## config.mk

```make
export PLATFORM = sky130hd
export DESIGN_NAME = csm_top
export DESIGN_NICKNAME = d
export VERILOG_FILES = /design/src/csm_pkg.sv /design/src/csm_top.sv
export SDC_FILE = /design/constraint.sdc
export NUM_CORES = 2
export LEC_CHECK = 0
export BUFFER_PORTS_ARGS = -buffer_cell sky130_fd_sc_hd__buf_2
export CAP_MARGIN = 20
export CORE_MARGIN = 2
export CORE_UTILIZATION = 60
export DETAILED_ROUTE_END_ITERATION = 12
export PLACE_DENSITY = 0.78
export REMOVE_ABC_BUFFERS = 1
export SYNTH_ARGS = -nofsm -noshare
export SYNTH_HDL_FRONTEND = slang
export SYNTH_SLANG_ARGS = --single-unit
```

## constraint.sdc

```tcl
create_clock -name CLK -period 118.3 [get_ports CLK]
set_clock_uncertainty 0.1 [all_clocks]
set_input_delay 5.915 -clock CLK [delete_from_list [all_inputs] [get_ports CLK]]
set_output_delay 5.915 -clock CLK [all_outputs]
set_load 0.005 [all_outputs]
```

## src/csm_pkg.sv

```systemverilog
// package for the cyclic setpoint and step-direction mode block
`default_nettype none
package csm_pkg;
  localparam logic [7:0]  MODE_CSV         = 8'h09;
  localparam logic [7:0]  MODE_CST         = 8'h0a;
  localparam logic [7:0]  MODE_STEP        = 8'hff;
  localparam logic [11:0] ADDR_MODE        = 12'h000;
  localparam logic [11:0] ADDR_CTRL        = 12'h004;
  localparam logic [11:0] ADDR_STATUS      = 12'h008;
  localparam logic [11:0] ADDR_PERIOD      = 12'h00c;
  localparam logic [11:0] ADDR_TIME_INDEX  = 12'h010;
  localparam logic [11:0] ADDR_TARGET      = 12'h014;
  localparam logic [11:0] ADDR_MAX_TORQUE  = 12'h018;
  localparam logic [11:0] ADDR_NUMER       = 12'h01c;
  localparam logic [11:0] ADDR_DENOM       = 12'h020;
  localparam logic [11:0] ADDR_SUBTYPE     = 12'h024;
  localparam logic [11:0] ADDR_POSITION    = 12'h028;
  localparam logic [11:0] ADDR_SETPOINT    = 12'h02c;
  localparam logic [11:0] ADDR_FERR_TMO    = 12'h030;
  localparam logic [31:0] NUMER_RESET      = 32'h00000080;
  localparam logic [31:0] DENOM_RESET      = 32'h00000001;
  localparam logic [7:0]  TIME_INDEX_RESET = 8'hfd;
  localparam logic [7:0]  TIME_INDEX_MS    = 8'hfd;
  localparam logic [15:0] PERIOD_RESET     = 16'h0001;
  localparam logic [15:0] FERR_TMO_RESET   = 16'h0064;
  localparam int          CLK_MHZ          = 250;
  localparam int          MS_BASE_US       = 1000;
  localparam int          MS_CYCLES        = CLK_MHZ * MS_BASE_US;
  localparam int          SW_SYNC          = 8;
  localparam int          SW_FOLLOW        = 12;
  localparam int          SW_FERR          = 13;
  localparam logic [1:0]  CTRL_CLOSED_LOOP = 2'h0;
  typedef enum logic [1:0] {
    CSM_IDLE = 2'b00,
    CSM_CSV  = 2'b01,
    CSM_CST  = 2'b10,
    CSM_STEP = 2'b11
  } csm_mode_t;
  typedef struct packed {
    logic        dir;
    logic        step;
  } csm_step_t;
endpackage : csm_pkg
`default_nettype wire

```

## src/csm_top.sv

```systemverilog
// operating-mode logic: cyclic velocity/torque and step-direction
//
// The APB slave port and the placing of the registers are this design's own decisions.
`default_nettype none
module csm_top
  import csm_pkg::*;
(
  input  wire logic        CLK,
  input  wire logic        RST,
  input  wire logic        PSEL,
  input  wire logic        PENABLE,
  input  wire logic        PWRITE,
  input  wire logic [11:0] PADDR,
  input  wire logic [31:0] PWDATA,
  output logic      [31:0] PRDATA,
  output logic             PREADY,
  output logic             PSLVERR,
  input  wire logic        PULSE_IN,
  input  wire logic        DIR_IN,
  input  wire logic        BUS_SYNC,
  input  wire logic        LIMIT_NEG,
  input  wire logic        LIMIT_POS,
  input  wire logic        FERR_OUTSIDE,
  output logic      [1:0]  MODE,
  output logic      [15:0] STATUS_WORD,
  output logic      [31:0] SETPOINT,
  output logic             SETPOINT_VALID,
  output logic             CYCLE_TICK,
  output logic             LIMIT_STOP,
  output logic      [31:0] POSITION
);
  logic [7:0]  mode_reg;
  logic [15:0] ctrl_reg;
  logic [15:0] period_reg;
  logic [7:0]  index_reg;
  logic [31:0] target_reg;
  logic [31:0] max_torque_reg;
  logic [31:0] numer_reg;
  logic [31:0] denom_reg;
  logic        subtype_reg;
  logic [15:0] ferr_tmo_reg;
  logic [31:0] position_reg;
  logic [31:0] setpoint_reg;
  logic        setpoint_valid_reg;
  logic        written_reg;
  logic        follow_reg;
  logic        ferr_reg;
  logic [31:0] ms_cnt_reg;
  logic        ms_tick;
  logic [15:0] cyc_cnt_reg;
  logic        cyc_tick;
  logic [15:0] ferr_cnt_reg;
  logic [31:0] frac_reg;
  logic [1:0]  pulse_sync_reg;
  logic [1:0]  dir_sync_reg;
  logic [1:0]  bsync_sync_reg;
  logic [1:0]  lneg_sync_reg;
  logic [1:0]  lpos_sync_reg;
  logic [1:0]  fout_sync_reg;
  logic        pulse_d_reg;
  logic        dir_d_reg;
  logic        in_sync_reg;
  csm_mode_t   mode_st;
  csm_step_t   step_ev;
  logic        closed_loop;
  logic        wr_en;
  logic        rd_en;
  logic        mapped;
  logic [31:0] rd_data;
  logic [31:0] width_next;

  function automatic csm_mode_t decode_mode(input logic [7:0] code);
    case (code)
      MODE_CSV:  decode_mode = CSM_CSV;
      MODE_CST:  decode_mode = CSM_CST;
      MODE_STEP: decode_mode = CSM_STEP;
      default:   decode_mode = CSM_IDLE;
    endcase
  endfunction : decode_mode

  // control word has only the closed-loop enable here; no mode bits
  assign closed_loop = ctrl_reg[CTRL_CLOSED_LOOP];
  // torque mode falls back to idle without closed loop
  always_comb begin
    mode_st = decode_mode(mode_reg);
    if (mode_st == CSM_CST && !closed_loop) begin
      mode_st = CSM_IDLE;
    end
  end

  assign wr_en   = PSEL && PENABLE && PWRITE;
  assign rd_en   = PSEL && !PWRITE;
  assign PREADY  = 1'b1;
  always_comb begin
    mapped  = 1'b1;
    rd_data = 32'h00000000;
    case (PADDR)
      ADDR_MODE:       rd_data = {24'h000000, mode_reg};
      ADDR_CTRL:       rd_data = {16'h0000, ctrl_reg};
      ADDR_STATUS:     rd_data = {16'h0000, STATUS_WORD};
      ADDR_PERIOD:     rd_data = {16'h0000, period_reg};
      ADDR_TIME_INDEX: rd_data = {24'h000000, index_reg};
      ADDR_TARGET:     rd_data = target_reg;
      ADDR_MAX_TORQUE: rd_data = max_torque_reg;
      ADDR_NUMER:      rd_data = numer_reg;
      ADDR_DENOM:      rd_data = denom_reg;
      ADDR_SUBTYPE:    rd_data = {31'h00000000, subtype_reg};
      ADDR_POSITION:   rd_data = position_reg;
      ADDR_SETPOINT:   rd_data = setpoint_reg;
      ADDR_FERR_TMO:   rd_data = {16'h0000, ferr_tmo_reg};
      default:         mapped  = 1'b0;
    endcase
  end
  assign PSLVERR = PSEL && PENABLE && !mapped;

  always_ff @(posedge CLK or posedge RST) begin
    if (RST) begin
      PRDATA <= 32'h00000000;
    end else if (rd_en && !PENABLE) begin
      PRDATA <= rd_data;
    end
  end

  always_ff @(posedge CLK or posedge RST) begin
    if (RST) begin
      mode_reg       <= 8'h00;
      ctrl_reg       <= 16'h0000;
      period_reg     <= PERIOD_RESET;
      index_reg      <= TIME_INDEX_RESET;
      target_reg     <= 32'h00000000;
      max_torque_reg <= 32'h00000000;
      numer_reg      <= NUMER_RESET;
      denom_reg      <= DENOM_RESET;
      subtype_reg    <= 1'b0;
      ferr_tmo_reg   <= FERR_TMO_RESET;
    end else if (wr_en) begin
      case (PADDR)
        ADDR_MODE:       mode_reg       <= PWDATA[7:0];
        ADDR_CTRL:       ctrl_reg       <= PWDATA[15:0];
        ADDR_PERIOD:     period_reg     <= PWDATA[15:0];
        // any other time base is refused, keeping the 1 ms base
        ADDR_TIME_INDEX: index_reg      <= (PWDATA[7:0] == TIME_INDEX_MS) ? PWDATA[7:0] : index_reg;
        ADDR_TARGET:     target_reg     <= PWDATA;
        ADDR_MAX_TORQUE: max_torque_reg <= PWDATA;
        ADDR_NUMER:      numer_reg      <= PWDATA;
        // a zero denominator would make the width undefined
        ADDR_DENOM:      denom_reg      <= (PWDATA == 32'h00000000) ? denom_reg : PWDATA;
        ADDR_SUBTYPE:    subtype_reg    <= PWDATA[0];
        ADDR_FERR_TMO:   ferr_tmo_reg   <= PWDATA[15:0];
        default:         ctrl_reg       <= ctrl_reg;
      endcase
    end
  end

  // 1 ms base, then period in ms gives the cycle
  always_ff @(posedge CLK or posedge RST) begin
    if (RST) begin
      ms_cnt_reg <= 32'h00000000;
    end else if (ms_cnt_reg == 32'(MS_CYCLES - 1)) begin
      ms_cnt_reg <= 32'h00000000;
    end else begin
      ms_cnt_reg <= ms_cnt_reg + 32'h00000001;
    end
  end
  assign ms_tick = (ms_cnt_reg == 32'(MS_CYCLES - 1));

  always_ff @(posedge CLK or posedge RST) begin
    if (RST) begin
      cyc_cnt_reg <= 16'h0000;
    end else if (ms_tick) begin
      cyc_cnt_reg <= cyc_tick ? 16'h0000 : cyc_cnt_reg + 16'h0001;
    end
  end
  assign cyc_tick   = ms_tick && (cyc_cnt_reg + 16'h0001 >= period_reg);
  assign CYCLE_TICK = cyc_tick;

  always_ff @(posedge CLK or posedge RST) begin
    if (RST) begin
      pulse_sync_reg <= 2'b00;
      dir_sync_reg   <= 2'b00;
      bsync_sync_reg <= 2'b00;
      lneg_sync_reg  <= 2'b00;
      lpos_sync_reg  <= 2'b00;
      fout_sync_reg  <= 2'b00;
      pulse_d_reg    <= 1'b0;
      dir_d_reg      <= 1'b0;
    end else begin
      pulse_sync_reg <= {pulse_sync_reg[0], PULSE_IN};
      dir_sync_reg   <= {dir_sync_reg[0], DIR_IN};
      bsync_sync_reg <= {bsync_sync_reg[0], BUS_SYNC};
      lneg_sync_reg  <= {lneg_sync_reg[0], LIMIT_NEG};
      lpos_sync_reg  <= {lpos_sync_reg[0], LIMIT_POS};
      fout_sync_reg  <= {fout_sync_reg[0], FERR_OUTSIDE};
      pulse_d_reg    <= pulse_sync_reg[1];
      dir_d_reg      <= dir_sync_reg[1];
    end
  end

  // rising edges only; the source keeps rate and direction spacing
  always_comb begin
    if (subtype_reg) begin
      step_ev.step = (pulse_sync_reg[1] && !pulse_d_reg) || (dir_sync_reg[1] && !dir_d_reg);
      step_ev.dir  = dir_sync_reg[1] && !dir_d_reg;
    end else begin
      step_ev.step = pulse_sync_reg[1] && !pulse_d_reg;
      step_ev.dir  = dir_sync_reg[1];
    end
  end

  assign LIMIT_STOP = (mode_st == CSM_CST || mode_st == CSM_STEP) &&
                      (lneg_sync_reg[1] || lpos_sync_reg[1]);
  assign width_next = numer_reg / denom_reg;

  // 512 units per full step, so brushless poles map to 4 steps each
  always_ff @(posedge CLK or posedge RST) begin
    if (RST) begin
      frac_reg <= 32'h00000000;
    end else if (mode_st == CSM_STEP && step_ev.step && !LIMIT_STOP) begin
      frac_reg <= step_ev.dir ? frac_reg - width_next : frac_reg + width_next;
    end
  end
  assign position_reg = frac_reg;

  // cyclic setpoint latched at a cycle tick only after a target write; torque taken against max
  always_ff @(posedge CLK or posedge RST) begin
    if (RST) begin
      written_reg        <= 1'b0;
      setpoint_reg       <= 32'h00000000;
      setpoint_valid_reg <= 1'b0;
      follow_reg         <= 1'b0;
      in_sync_reg        <= 1'b0;
    end else begin
      setpoint_valid_reg <= 1'b0;
      in_sync_reg        <= bsync_sync_reg[1];
      if (wr_en && PADDR == ADDR_TARGET) begin
        written_reg <= 1'b1;
      end else if (cyc_tick) begin
        written_reg <= 1'b0;
      end
      if (cyc_tick) begin
        follow_reg <= (mode_st == CSM_CSV || mode_st == CSM_CST) && written_reg &&
                      !(mode_st == CSM_CST && target_reg > max_torque_reg);
        if ((mode_st == CSM_CSV || mode_st == CSM_CST) && written_reg) begin
          setpoint_reg       <= target_reg;
          setpoint_valid_reg <= 1'b1;
        end
      end
    end
  end

  always_ff @(posedge CLK or posedge RST) begin
    if (RST) begin
      ferr_cnt_reg <= 16'h0000;
      ferr_reg     <= 1'b0;
    end else if (mode_st != CSM_STEP || !closed_loop || !fout_sync_reg[1]) begin
      ferr_cnt_reg <= 16'h0000;
      ferr_reg     <= 1'b0;
    end else if (ms_tick) begin
      if (ferr_cnt_reg >= ferr_tmo_reg) begin
        ferr_reg <= 1'b1;
      end else begin
        ferr_cnt_reg <= ferr_cnt_reg + 16'h0001;
      end
    end
  end

  always_comb begin
    STATUS_WORD = 16'h0000;
    if (mode_st == CSM_CSV || mode_st == CSM_CST) begin
      STATUS_WORD[SW_SYNC]   = in_sync_reg;
      STATUS_WORD[SW_FOLLOW] = follow_reg;
    end else if (mode_st == CSM_STEP) begin
      STATUS_WORD[SW_FERR] = ferr_reg;
    end
  end

  assign MODE           = mode_st;
  assign SETPOINT       = setpoint_reg;
  assign SETPOINT_VALID = setpoint_valid_reg;
  assign POSITION       = position_reg;

  chk_step_moves: assert property (@(posedge CLK) disable iff (RST)
    (mode_st == CSM_STEP && step_ev.step && !LIMIT_STOP && !step_ev.dir && !(wr_en))
    |=> frac_reg == $past(frac_reg) + $past(width_next)) else $error("step did not advance");
  chk_torque_needs_loop: assert property (@(posedge CLK) disable iff (RST)
    (mode_reg == MODE_CST && !closed_loop) |-> mode_st == CSM_IDLE) else $error("torque without loop");
  chk_index_fixed: assert property (@(posedge CLK) disable iff (RST)
    index_reg == TIME_INDEX_MS) else $error("time index changed");
  // sync bit lags the synchroniser by one register stage
  chk_sync_bit: assert property (@(posedge CLK) disable iff (RST)
    (mode_st == CSM_CSV || mode_st == CSM_CST) |-> STATUS_WORD[SW_SYNC] == $past(bsync_sync_reg[1]))
    else $error("sync bit wrong");
  chk_follow_idle: assert property (@(posedge CLK) disable iff (RST)
    (mode_st == CSM_IDLE) |-> !STATUS_WORD[SW_FOLLOW]) else $error("follow outside cyclic");
  chk_limit_stop: assert property (@(posedge CLK) disable iff (RST)
    (mode_st == CSM_STEP && lneg_sync_reg[1]) |-> LIMIT_STOP) else $error("limit ignored");
  chk_setpoint_load: assert property (@(posedge CLK) disable iff (RST)
    SETPOINT_VALID |-> $past(cyc_tick) && SETPOINT == $past(target_reg)) else $error("setpoint load");
  chk_ferr_clear: assert property (@(posedge CLK) disable iff (RST)
    (mode_st == CSM_STEP && !fout_sync_reg[1]) |=> !ferr_reg) else $error("ferr stuck");
endmodule : csm_top
`default_nettype wire

```

==> flow_summary.yaml <==
timing:
  worstMarginPinSlew_ps: 1210
  max-slew-margin-rel_pct: 19.0
  setup_tns_ps: 0
  fmax_ghz: 0.0111
  finalCritPeriodShare_pct: 76.2
  setup_viol: 0
  finalMaxSlewViolations: 0
  finalCriticalPeriod_ps: 90120
  fin_ws_ps: 28180
  rsz0062_at_grt: "no"
  hold_viol_final: 0
clock_tree:
  clk_pin_slew_ps: 70
  cts_resized: 0
  cts_max_level: 2
  holdBufCountCts: 0
  cts_max_path_buffers: 3
  numClockSinks: 372
  clock_latency_ps: 560
  cts_tree: "yes"
  ctsRootBufferMaster: "clkbuf_16"
  numCtsBuffers: 36
  post_cts_buffers: 0
detailed_routing:
  drt_first_pass_iters: 8
  drtIter0Drc: 6743
  num_vias: 50800
  drc: 0
  via_per_inst: 6.97
  drt-total-wl_um: 188000
  ant_nets: 0
  routedWlPerCell_um: 25.7
synthesis:
  ys_types: 90
  yosys.area_share.simple_pct: 20.3
  ys_ff_latch: 372
  synth_compound_area_share_pct: 25.6
  synth_edf_count: 0
  synth_top_cell_area_share_pct: 18.7
  synth_top_family_by_area: "compound AO/OA/AOI/OAI gates"
  yosys_warnings: 0
  synth_area_per_cell_um2: 7.83
  synth_flop_cell: "dfrtp_1"
  synth_area_leader_cell: "dfrtp_1"
  synth.area.mux_share_pct: 6.24
  ys_async_sr_fraction_pct: 100
  ys_top_cells_by_count: "nand2_1 (635), ha_1 (630), nor2_1 (568)"
  synth-seq-area-share_pct: 19.4
  synthTopCellsByArea: "dfrtp_1 (19%), ha_1 (16%), mux2_2 (5.3%), nand2_1 (5.0%), xnor2_1 (4.8%)"
  postSynthCellCount: 6127
  syn_area_mm2: 0.0480
  synthXorXnorAreaFrac_pct: 8.03
  synthAdderAreaFrac_pct: 16.5
  yosysMostFrequentCell: "nand2_1"
placement:
  placedInstanceArea_mm2: 0.0501
  port_buffers: 159
  pre_cts_ws_ps: 31420
  place_congestion: 1.12
  hpwl_um: 142000
die:
  start_util_pct: 60.7
  fp.dieH_um: 287
  core_mm2: 0.0791
  die_width_um: 287
  fp.dieArea_mm2: 0.0823
  fp-row-count: 103
  io_pins: 174
critical_path:
  crit_required_ps: 118620
  cp_slowest_cell: "a2111oi_1"
  critPathLaunchType: "flip-flop"
  path_max_fanout: 36
  cpMostUsedCell: "ha_1"
  cpPeakStageDelay_ps: 980
  crit_type: "reg -> reg"
  cp.arrival_ps: 90430
  worstPathBufferInverterCount: 21
  cp-end-kind: "flip-flop"
  crit_family: "compound AO/OA/AOI/OAI gates"
run_status:
  status: "complete, no violations"
finish:
  drive_gt1_share_pct: 10.8
  num-fill-cells: 6859
  multi_input_area_mm2: 0.0370
  seq_area_mm2: 0.00933
  nNetsFinal: 6892
  syn_to_final_growth_pct: 7.07
  final_area_mm2: 0.0514
global_route:
  antenna_found_initial: 5
  grt_pass1_vias: 47900
  gr-total-overflow: 0
  grt_max_degree: 78
  track_usage_pct: 44.2
  grt_pass1_wl_um: 283000
min_path:
  hp-class: "reg -> reg"
run:
  drv_cap: 0
==> per-layer routing <==
layer	wire length, um	GRT usage [%]	share of wire [%]
met2	75000	63.7	40
met4	16100	31.3	8.6
met5	35	0	0.019
met3	25400	11.5	14
met1	71100	57.4	38
==> layout make-up <==
type	count	share of cell area [%]
Clock buffer	48	2.00
Sequential cell	372	18.1
Timing Repair Buffer	253	2.96
Tap cell	1050	2.56
Antenna cell	5	0.0243
Multi-Input combinational cell	5273	71.9
Clock inverter	18	0.399
Inverter	270	1.99
==> logic make-up after synthesis <==
group	Yosys count
other	2
flip-flops	372
adder cells (fa/ha/maj)	631
AO/OA/AOI/OAI	1860
multiplexers	271
AND/OR/NAND/NOR	2057
buffers and inverters	494
XOR/XNOR	440
==> through the flow <==
step                std cells  util, %  hold WS [ps]
finish                   7289     64.9           249
global route             7285     64.9           263
CTS                      7282     64.9           249
detailed placement       7216     63.4           235
global placement         7215     63.3           233
floorplan                5915        -           231
==> layout by cell type (no fill, tap or decap), types with 27 or more instances in the layout <==
cell | netlist | routed
nand2b_1 | 69 | 69
nor4_1 | 47 | 45
o21bai_1 | 41 | 40
mux2i_1 | 46 | 46
mux2_2 | 225 | 225
o31ai_1 | 38 | 36
a21boi_0 | 27 | 27
a222oi_1 | 52 | 52
dfrtp_1 | 359 | 359
and2_1 | 41 | 41
a211oi_1 | 62 | 62
o21a_1 | 122 | 122
nor2_1 | 568 | 561
a31oi_1 | 107 | 107
nor2b_1 | 64 | 64
a21oi_1 | 446 | 446
o21ai_0 | 393 | 392
buf_2 | 0 | 159
or2_2 | 39 | 39
nor3_1 | 151 | 144
xnor2_1 | 262 | 262
a221oi_1 | 31 | 30
o211ai_1 | 60 | 60
nand4_1 | 73 | 73
and3_1 | 65 | 65
clkbuf_16 | 0 | 36
nand2_1 | 635 | 635
xor2_1 | 178 | 178
a21o_1 | 194 | 194
nand3_1 | 130 | 130
or3_1 | 75 | 75
ha_1 | 630 | 630
buf_4 | 15 | 93
inv_1 | 269 | 265
==> final timing paths <==
check,from,to,slack [ps],cells past startpoint
max in group asynchronous,RST,dir_sync_reg[1],110520,4
worst max-delay path,denom_reg[23],POSITION[30],28180,302
worst min register to register,lpos_sync_reg[0],lpos_sync_reg[1],250,0
worst min-delay path,lpos_sync_reg[0],lpos_sync_reg[1],250,0
worst max register to register,denom_reg[23],POSITION[30],28180,302
min in group asynchronous,RST,numer_reg[28],5310,2
Power is not shown: default switching activity piles up to over one toggle a cycle in this logic, so the estimate is an artifact.
